==> src/cms_consts.vh <==
// constants shared by the clock master select block
`ifndef CMS_CONSTS_VH
`define CMS_CONSTS_VH
// ----------------------------------------------------------------
// sizes
// ----------------------------------------------------------------
`define CMS_N 4
`define CMS_IDX_W 2
`define CMS_IDX_ZERO 2'h0
`define CMS_IDX_ONE 2'h1
// ----------------------------------------------------------------
// transceiver option write that turns on the network reference clock
// ----------------------------------------------------------------
`define CMS_ADDR_OPTION_REG_8 8'h08
`define CMS_DATA_REF_CLK_EN 8'h10
// ----------------------------------------------------------------
// timing: one superframe, and the sys clock period, both in ns
// ----------------------------------------------------------------
`define CMS_SUPERFRAME_NS 32'h00B7_1B00
`define CMS_CLK_PERIOD_NS 32'h0000_0008
// missing reference: no edge seen for this many sys clocks
`define CMS_REF_TMO 8'h80
`define CMS_REF_CNT_ONE 8'h01
`define CMS_SF_CNT_ONE 32'h0000_0001
`endif

==> src/cms_sync2.v <==
// two flip-flop synchroniser, one per bit of a vector
`timescale 1ns/1ps
module cms_sync2 #(
  parameter W = 4
) (
  input wire i_clk_sys,
  input wire i_srst,
  input wire [W-1:0] i_async,
  output wire [W-1:0] o_sync
);
  reg [W-1:0] meta_reg; // first stage, read only by the second
  reg [W-1:0] sync_reg; // second stage, safe for logic
  genvar g;
  // ------------------------------------------------------------
  // one synchroniser chain per bit
  // ------------------------------------------------------------
  generate
    for (g = 0; g < W; g = g + 1) begin : g_bit
      always @(posedge i_clk_sys) begin
        if (i_srst) begin
          meta_reg[g] <= 1'b0;
          sync_reg[g] <= 1'b0;
        end else begin
          meta_reg[g] <= i_async[g];
          sync_reg[g] <= meta_reg[g];
        end
      end
    end
  endgenerate
  assign o_sync = sync_reg;
endmodule // cms_sync2

==> src/cms_clock_master_select.v <==
// host-side selection of the transceiver reference that clocks the shared bus
`timescale 1ns/1ps
`include "cms_consts.vh"
module cms_clock_master_select #(
  parameter SF_CYC = `CMS_SUPERFRAME_NS / `CMS_CLK_PERIOD_NS
) (
  input wire i_clk_sys,
  input wire i_srst,
  input wire [`CMS_N-1:0] i_network_ref_clock,
  input wire [`CMS_N-1:0] i_activation_irq,
  input wire [`CMS_N-1:0] i_warn_irq,
  input wire i_cfg_done,
  input wire i_sel_wr,
  input wire [`CMS_IDX_W-1:0] i_sel_idx,
  input wire i_reply_done,
  output wire o_cfg_req,
  output reg [7:0] o_cfg_addr,
  output reg [7:0] o_cfg_data,
  output reg [`CMS_N-1:0] o_control_port_enable_n,
  output reg [`CMS_IDX_W-1:0] o_clk_master_sel,
  output reg o_bus_data_clock,
  output reg o_ref_lost,
  output wire o_act_reply_req,
  output reg [`CMS_IDX_W-1:0] o_act_reply_idx,
  output reg [`CMS_N-1:0] o_activated,
  output reg o_init_done,
  output reg o_switch_overdue,
  output reg o_multichannel_mode,
  output reg o_dchan_hdlc
);
  // ------------------------------------------------------------
  // states
  // ------------------------------------------------------------
  localparam ST_CFG = 2'b00; // issue option write to one transceiver
  localparam ST_CFG_WAIT = 2'b01; // wait for the port to finish it
  localparam ST_RUN = 2'b10; // normal operation
  localparam ST_REPLY = 2'b11; // waiting for the activate reply to go out

  // lowest set bit of a vector, used for pending and fallback picks
  function [`CMS_IDX_W-1:0] lowest;
    input [`CMS_N-1:0] v;
    integer k;
    begin
      lowest = `CMS_IDX_ZERO;
      for (k = `CMS_N - 1; k >= 0; k = k - 1) begin
        if (v[k]) begin
          lowest = k[`CMS_IDX_W-1:0];
        end
      end
    end
  endfunction

  // ------------------------------------------------------------
  // synchronised pins
  // ------------------------------------------------------------
  wire [`CMS_N-1:0] ref_s; // reference clocks after two flops
  wire [`CMS_N-1:0] act_s; // activation interrupt lines
  wire [`CMS_N-1:0] warn_s; // second-zero warning interrupt lines
  cms_sync2 #(.W(3 * `CMS_N)) u_sync (
    .i_clk_sys(i_clk_sys),
    .i_srst(i_srst),
    .i_async({i_network_ref_clock, i_activation_irq, i_warn_irq}),
    .o_sync({ref_s, act_s, warn_s})
  );

  reg [1:0] state_reg; // sequencer state
  reg [`CMS_IDX_W-1:0] cfg_idx_reg; // transceiver being configured
  reg cfg_req_reg; // one-cycle configuration request
  reg [`CMS_N-1:0] act_d_reg; // delayed lines for edge detection
  reg [`CMS_N-1:0] warn_d_reg;
  reg [`CMS_N-1:0] act_pend_reg; // activations not yet answered
  reg master_valid_reg; // the selected reference is an active line
  reg sw_pend_reg; // a master switch is waiting for the write port
  reg [`CMS_IDX_W-1:0] sw_idx_reg; // target of that switch
  reg [31:0] sf_cnt_reg; // cycles the switch has been waiting
  reg ref_d_reg; // selected reference, one cycle late
  reg [7:0] ref_cnt_reg; // cycles since last selected edge
  reg reply_req_reg; // activate reply request level

  wire [`CMS_N-1:0] act_rise = act_s & ~act_d_reg;
  wire [`CMS_N-1:0] warn_rise = warn_s & ~warn_d_reg;
  wire run_ok = (state_reg == ST_RUN);
  // master warned this cycle, and the lines still active besides it
  // not gated by the state: a warning that lands during a reply still needs a handover
  wire master_warn = warn_rise[o_clk_master_sel];
  wire [`CMS_N-1:0] others = o_activated & ~warn_rise;
  // next activation to answer
  wire [`CMS_IDX_W-1:0] act_pick = lowest(act_pend_reg);
  // the block's own write needs the port; software writes win the cycle
  wire auto_wr_want = sw_pend_reg | (run_ok & (|act_pend_reg) & ~master_valid_reg);
  wire auto_wr = auto_wr_want & ~i_sel_wr;

  assign o_cfg_req = cfg_req_reg;
  assign o_act_reply_req = reply_req_reg;

  // ------------------------------------------------------------
  // edge detection history
  // ------------------------------------------------------------
  always @(posedge i_clk_sys) begin
    if (i_srst) begin
      act_d_reg <= {`CMS_N{1'b0}};
      warn_d_reg <= {`CMS_N{1'b0}};
    end else begin
      act_d_reg <= act_s;
      warn_d_reg <= warn_s;
    end
  end

  // ------------------------------------------------------------
  // init sequence over the serial control port, then run
  // ------------------------------------------------------------
  always @(posedge i_clk_sys) begin
    if (i_srst) begin
      state_reg <= ST_CFG;
      cfg_idx_reg <= `CMS_IDX_ZERO;
      cfg_req_reg <= 1'b0;
      o_cfg_addr <= 8'h00;
      o_cfg_data <= 8'h00;
      o_control_port_enable_n <= {`CMS_N{1'b1}};
      o_init_done <= 1'b0;
      o_multichannel_mode <= 1'b0;
      o_dchan_hdlc <= 1'b0;
      reply_req_reg <= 1'b0;
      o_act_reply_idx <= `CMS_IDX_ZERO;
    end else begin
      cfg_req_reg <= 1'b0;
      case (state_reg)
        ST_CFG: begin
          // select one transceiver's control port and write its option
          o_control_port_enable_n <= ~({{(`CMS_N-1){1'b0}}, 1'b1} << cfg_idx_reg);
          o_cfg_addr <= `CMS_ADDR_OPTION_REG_8;
          o_cfg_data <= `CMS_DATA_REF_CLK_EN;
          cfg_req_reg <= 1'b1;
          state_reg <= ST_CFG_WAIT;
        end
        ST_CFG_WAIT: begin
          if (i_cfg_done) begin
            o_control_port_enable_n <= {`CMS_N{1'b1}};
            if (cfg_idx_reg == `CMS_N - 1) begin
              // serial channel 3 carries the bus as multichannel, d in hdlc
              o_multichannel_mode <= 1'b1;
              o_dchan_hdlc <= 1'b1;
              o_init_done <= 1'b1;
              state_reg <= ST_RUN;
            end else begin
              cfg_idx_reg <= cfg_idx_reg + `CMS_IDX_ONE;
              state_reg <= ST_CFG;
            end
          end
        end
        ST_RUN: begin
          // answer an activation only once a master is set
          if ((|act_pend_reg) & (master_valid_reg | auto_wr)) begin
            o_act_reply_idx <= act_pick;
            reply_req_reg <= 1'b1;
            state_reg <= ST_REPLY;
          end
        end
        default: begin
          // no timeout here: data only flows after the reply goes out
          if (i_reply_done) begin
            reply_req_reg <= 1'b0;
            state_reg <= ST_RUN;
          end
        end
      endcase
    end
  end

  // ------------------------------------------------------------
  // activation bookkeeping and master selection
  // ------------------------------------------------------------
  always @(posedge i_clk_sys) begin
    if (i_srst) begin
      o_activated <= {`CMS_N{1'b0}};
      act_pend_reg <= {`CMS_N{1'b0}};
      o_clk_master_sel <= `CMS_IDX_ZERO;
      master_valid_reg <= 1'b0;
      sw_pend_reg <= 1'b0;
      sw_idx_reg <= `CMS_IDX_ZERO;
    end else begin
      // activation and warning from each line; a new rise wins the clear
      o_activated <= (o_activated & ~warn_rise) | act_rise;
      act_pend_reg <= (act_pend_reg & ~warn_rise &
        ~((run_ok & (master_valid_reg | auto_wr)) ?
        ({{(`CMS_N-1){1'b0}}, 1'b1} << act_pick) : {`CMS_N{1'b0}})) | act_rise;
      // the only way the select moves is a write, ours or software's
      if (i_sel_wr) begin
        o_clk_master_sel <= i_sel_idx;
        master_valid_reg <= o_activated[i_sel_idx];
      end else if (auto_wr) begin
        o_clk_master_sel <= sw_pend_reg ? sw_idx_reg : act_pick;
        master_valid_reg <= 1'b1;
      end
      // a software write to an idle line does not count as the handover
      if (auto_wr | (i_sel_wr & o_activated[i_sel_idx])) begin
        sw_pend_reg <= 1'b0;
      end
      // master about to drop: hand over to another active line
      if (master_warn & master_valid_reg) begin
        if (|(others & ~({{(`CMS_N-1){1'b0}}, 1'b1} << o_clk_master_sel))) begin
          sw_pend_reg <= 1'b1;
          sw_idx_reg <= lowest(others & ~({{(`CMS_N-1){1'b0}}, 1'b1} << o_clk_master_sel));
        end else begin
          // nothing else active: select stays, next activation takes over
          master_valid_reg <= 1'b0;
        end
      end
    end
  end

  // ------------------------------------------------------------
  // handover deadline: one superframe after the master's warning
  // ------------------------------------------------------------
  always @(posedge i_clk_sys) begin
    if (i_srst) begin
      sf_cnt_reg <= 32'h0000_0000;
      o_switch_overdue <= 1'b0;
    end else begin
      if (sw_pend_reg & ~auto_wr) begin
        sf_cnt_reg <= sf_cnt_reg + `CMS_SF_CNT_ONE;
        if (sf_cnt_reg >= SF_CYC - 1) begin
          o_switch_overdue <= 1'b1;
        end
      end else begin
        sf_cnt_reg <= 32'h0000_0000;
      end
    end
  end

  // ------------------------------------------------------------
  // selected reference out to the bus, with a missing-clock watch
  // ------------------------------------------------------------
  // sampling a 2.048 MHz clock at 125 MHz leaves up to 8 ns of jitter;
  // the transceivers' elastic buffers absorb it
  always @(posedge i_clk_sys) begin
    if (i_srst) begin
      o_bus_data_clock <= 1'b0;
      ref_d_reg <= 1'b0;
      ref_cnt_reg <= 8'h00;
      o_ref_lost <= 1'b0;
    end else begin
      o_bus_data_clock <= ref_s[o_clk_master_sel];
      ref_d_reg <= ref_s[o_clk_master_sel];
      if (ref_s[o_clk_master_sel] != ref_d_reg) begin
        ref_cnt_reg <= 8'h00;
        o_ref_lost <= 1'b0;
      end else if (ref_cnt_reg == `CMS_REF_TMO) begin
        o_ref_lost <= 1'b1;
      end else begin
        ref_cnt_reg <= ref_cnt_reg + `CMS_REF_CNT_ONE;
      end
    end
  end
endmodule // cms_clock_master_select

==> config.mk <==
export PLATFORM = sky130hd
export DESIGN_NAME = cms_clock_master_select
export DESIGN_NICKNAME = d
export VERILOG_FILES = /design/src/cms_sync2.v /design/src/cms_clock_master_select.v
export VERILOG_INCLUDE_DIRS = /design/src
export SDC_FILE = /design/constraint.sdc
export NUM_CORES = 1
export LEC_CHECK = 0
export ABC_AREA = 1
export BUFFER_PORTS_ARGS = -buffer_cell sky130_fd_sc_hd__buf_2
export CORE_MARGIN = 4
export CORE_UTILIZATION = 48
export CTS_BUF_LIST = sky130_fd_sc_hd__clkbuf_8
export CTS_CLUSTER_SIZE = 24
export DETAILED_ROUTE_END_ITERATION = 7
export GPL_ROUTABILITY_DRIVEN = 0
export GPL_TIMING_DRIVEN = 0
export PLACE_DENSITY = 0.73
export SYNTH_ARGS = -nofsm -noshare
export SYNTH_HDL_FRONTEND = slang
export SYNTH_SLANG_ARGS = --single-unit
==> constraint.sdc <==
create_clock -name i_clk_sys -period 1.4 [get_ports i_clk_sys]
set_input_delay 0.07 -clock i_clk_sys [delete_from_list [all_inputs] [get_ports i_clk_sys]]
set_output_delay 0.07 -clock i_clk_sys [all_outputs]
set_load 0.05 [all_outputs]
==> results.sh <==
export IMPL_track_usage_pct=19.2
export IMPL_crit_top_cell="nand2_4"
export IMPL_post_route_drc_count=0
export IMPL_avgSynthCellArea_um2=7.13
export IMPL_critPathKind="reg -> reg"
export IMPL_nNetsFinal=795
export IMPL_overflow=0
export IMPL_r2r_start="sf_cnt_reg[0]"
export IMPL_pwr_share_clk_pct=32.8
export IMPL_setup_violations_final=13
export IMPL_fin_skew_ns=0.0134
export IMPL_fin_tns_setup_ns=-0.411
export IMPL_yosysSeqAreaShare_pct=44.3
export IMPL_rsz0062_at_grt="true"
export IMPL_io_buffers=39
export IMPL_grt_pass1_wl_mm=17.8
export IMPL_dieArea_um2=11300
export IMPL_switchingPower_mw=1.60
export IMPL_whs_ns=0.0152
export IMPL_htreeDepth=3
export IMPL_cts_tree="done"
export IMPL_worstMarginPinSlew_ns=0.555
export IMPL_drv_slew=0
export IMPL_core_area_um2=9330
export IMPL_path_max_fanout=6
export IMPL_clk_pin_slew_worst_paths_ns=0.11
export IMPL_antenna_cells=0
export IMPL_cp_buffers_inverters=1
export IMPL_chipWidth_um=107
export IMPL_synth_cells=653
export IMPL_drt_initial_drc_count=237
export IMPL_root_buffer="clkbuf_8"
export IMPL_end_kind="register"
export IMPL_grt_pass1_vias=4086
export IMPL_start_kind="register"
export IMPL_synth_edf_count=0
export IMPL_dp_cells=834
export IMPL_ys_warn_count=0
export IMPL_antenna_found_initial=0
export IMPL_dp_final_hpwl_mm=7.28
export IMPL_outcome="finished with violations"
export IMPL_row_count=35
export IMPL_synth_seq_cells=103
export IMPL_synth_cell_types=42
export IMPL_first_pass_iters=5
export IMPL_p_sw_share_pct=29.1
export IMPL_cts_made_buffers=9
export IMPL_ioPinCount=55
export IMPL_fin_cells=903
export IMPL_intPower_mw=3.89
export IMPL_total_power_mw=5.49
export IMPL_postSynth_asyncResetShare_pct=0
export IMPL_seqPwrFrac_pct=55.6
export IMPL_slew_headroom_pct=63.0
export IMPL_reg2reg_slack_ns=-0.07
export IMPL_fin_util_pct=66.1
export IMPL_syn2layout_area_growth_pct=32.4
export IMPL_worstPathRequired_ns=1.66
export IMPL_syn_cell_area_um2=4660
export IMPL_viasPerCell=4.96
export IMPL_largest_register_ffs=32
export IMPL_cp_top_family="simple AND/OR/NAND/NOR gates"
export IMPL_arrival_ns=1.73
export IMPL_finalHoldViolations=0
export IMPL_period_needed_ns=1.47
export IMPL_multiInputGateArea_um2=2450
export IMPL_cp_depth=10
export IMPL_hp_class="in -> reg"
export IMPL_grt_max_degree=20
export IMPL_nFillCells=774
export IMPL_p_leak_nw=2.64
export IMPL_ant_nets=0
export IMPL_ir_drop_uv=563
export IMPL_slowest_stage="dfxtp_4"
export IMPL_critPathMaxStageDelay_ns=0.37
export IMPL_clk_latency_ns=0.38
export IMPL_synth_ff_type="dfxtp_1"
export IMPL_worstSetupStartpoint="sf_cnt_reg[0]"
export IMPL_fin_crit_sh_pct=105
export IMPL_drive_gt1_share_pct=32.7
export IMPL_cts_sinks=103
export IMPL_seq_area_um2=2140
export IMPL_reg2reg_to="sf_cnt_reg[20]"
export IMPL_violations="setup timing"
export IMPL_finalWirelength_mm=11.5
export IMPL_cts_buffer_depth=2
export IMPL_die_h_um=107
export IMPL_start_util_pct=49.9
export IMPL_timing_fmax_mhz=679
export IMPL_reg2reg_depth=10
export IMPL_worstSetupEndpoint="sf_cnt_reg[20]"
export IMPL_wire_per_inst_um=12.7
export IMPL_drv_cap=0
export IMPL_powerDensity_nw_per_um2=891
export IMPL_fin_ws_ns=-0.0721
export IMPL_vias=4477
export IMPL_cp_cell_sequence="ha_4 > nand2_4 > inv_4 > nand3_4 > nor2_8 > nand2_4 > nor2_4 > nand3_2 > xor2_1 > nor2_1"
export IMPL_p_comb_share_pct=11.6
==> metrics by stage <==
stage / area (um^2) / worst slack [ns]
after floorplan: 4730 / -0.0258
after global placement: 5090 / -0.262
after detailed placement: 5090 / -0.314
after CTS: 5790 / -0.0674
after global routing: 6170 / -0.198
final: 6170 / -0.0721
==> power groups by stage <==
stage               Sequential, mW  Combinational, mW  Clock (mW)
finish                        3.05              0.638        1.80
global route                  3.07              0.698        1.94
CTS                           3.07              0.596        1.82
detailed placement            3.14              0.558           0
global placement              3.14              0.546           0
floorplan                     3.22              0.348           0
==> worst min-delay path by stage <==
stage                           startpoint                   to  slack, ns  cells after the start
floorplan                    i_warn_irq[0]   u_sync.meta_reg[0]       0.18                      2
global placement    i_network_ref_clock[3]  u_sync.meta_reg[11]       0.27                      3
detailed placement  i_network_ref_clock[2]  u_sync.meta_reg[10]       0.28                      3
CTS                               i_sel_wr  o_clk_master_sel[0]       0.01                      3
global route                  i_sel_idx[1]  o_clk_master_sel[1]       0.02                      3
finish                            i_sel_wr  o_clk_master_sel[0]       0.02                      3
==> cell families (layout without fill, tap and decap cells) <==
logic type,Yosys count,count (layout),share of synthesized area (%)
simple gates,316,316,30.6
buf+inv,134,242,12.2
flops,103,103,44.3
compound gates,88,88,10.2
fa+ha+maj,7,7,1.88
xor+xnor,4,4,0.752
other cells,1,14,0.0805
==> cell usage in the layout (no fill, tap or decap), types with 5 or more instances in the layout <==
master,instances
nand2_1,103
inv_1,92
nor2_1,76
dfxtp_1,70
buf_4,52
a21oi_1,43
buf_2,42
nand3_1,31
dfxtp_2,20
nand2_2,18
o21ai_0,18
conb_1,14
dlygate4sd3_1,14
nand4_1,13
nor2_2,13
dfxtp_4,13
inv_2,12
nor2_4,10
clkbuf_8,9
nand3_2,7
a21oi_2,7
nor3_1,6
ha_1,6
nand2_4,5
or2_0,5
nor3_4,5
or2_4,5
o211ai_1,5
==> cell type report <==
type / count / area share (%)
Clock inverter: 7 / 0.994
Inverter: 109 / 6.80
Sequential cell: 103 / 34.6
Timing Repair Buffer: 92 / 10.6
Tap cell: 129 / 2.62
Clock buffer: 9 / 2.01
Multi-Input combinational cell: 429 / 39.8
Buffer: 25 / 2.62
==> cell usage after synthesis, types with 2 or more instances <==
master | count | share of area, %
nor3_2 | 5 | 1.1
dfxtp_1 | 103 | 44
inv_1 | 100 | 8.1
xor2_1 | 3 | 0.56
or2_0 | 5 | 0.67
nand2_2 | 2 | 0.27
buf_4 | 17 | 2.7
o211ai_1 | 5 | 0.81
nand2_1 | 124 | 10
clkbuf_1 | 4 | 0.32
or2_2 | 8 | 1.1
buf_1 | 3 | 0.24
o21ai_0 | 23 | 2.5
nor2_4 | 2 | 0.48
a31oi_1 | 4 | 0.54
nand3_1 | 39 | 4.2
or2_1 | 2 | 0.27
ha_1 | 7 | 1.9
inv_2 | 8 | 0.64
nor2_1 | 96 | 7.7
a21oi_1 | 50 | 5.4
nor3_1 | 10 | 1.1
nor4_1 | 2 | 0.27
nand4_1 | 13 | 1.7
==> per-layer routing <==
layer	vias up	track usage [%]	share of wire, %
met4	0	7.85	2.6
met5	-	0	0
li1	2267	-	-
met1	1995	23.3	42
met3	41	4.25	6.2
met2	174	33.0	49
==> worst min-delay path: stages <==
cell	delay [ns]
buf_2	0.14
nand2_1	0.07
a31oi_1	0.08
==> what timing repair did <==
item	in CTS	in global routing
endpoints found under the setup margin	49	49
hold buffers	14	0
endpoints found under the hold margin	14	0
buffers inserted	25	14
gates resized for setup	56	102
pin swaps	12	28
Power figures use the tool's default switching activity.
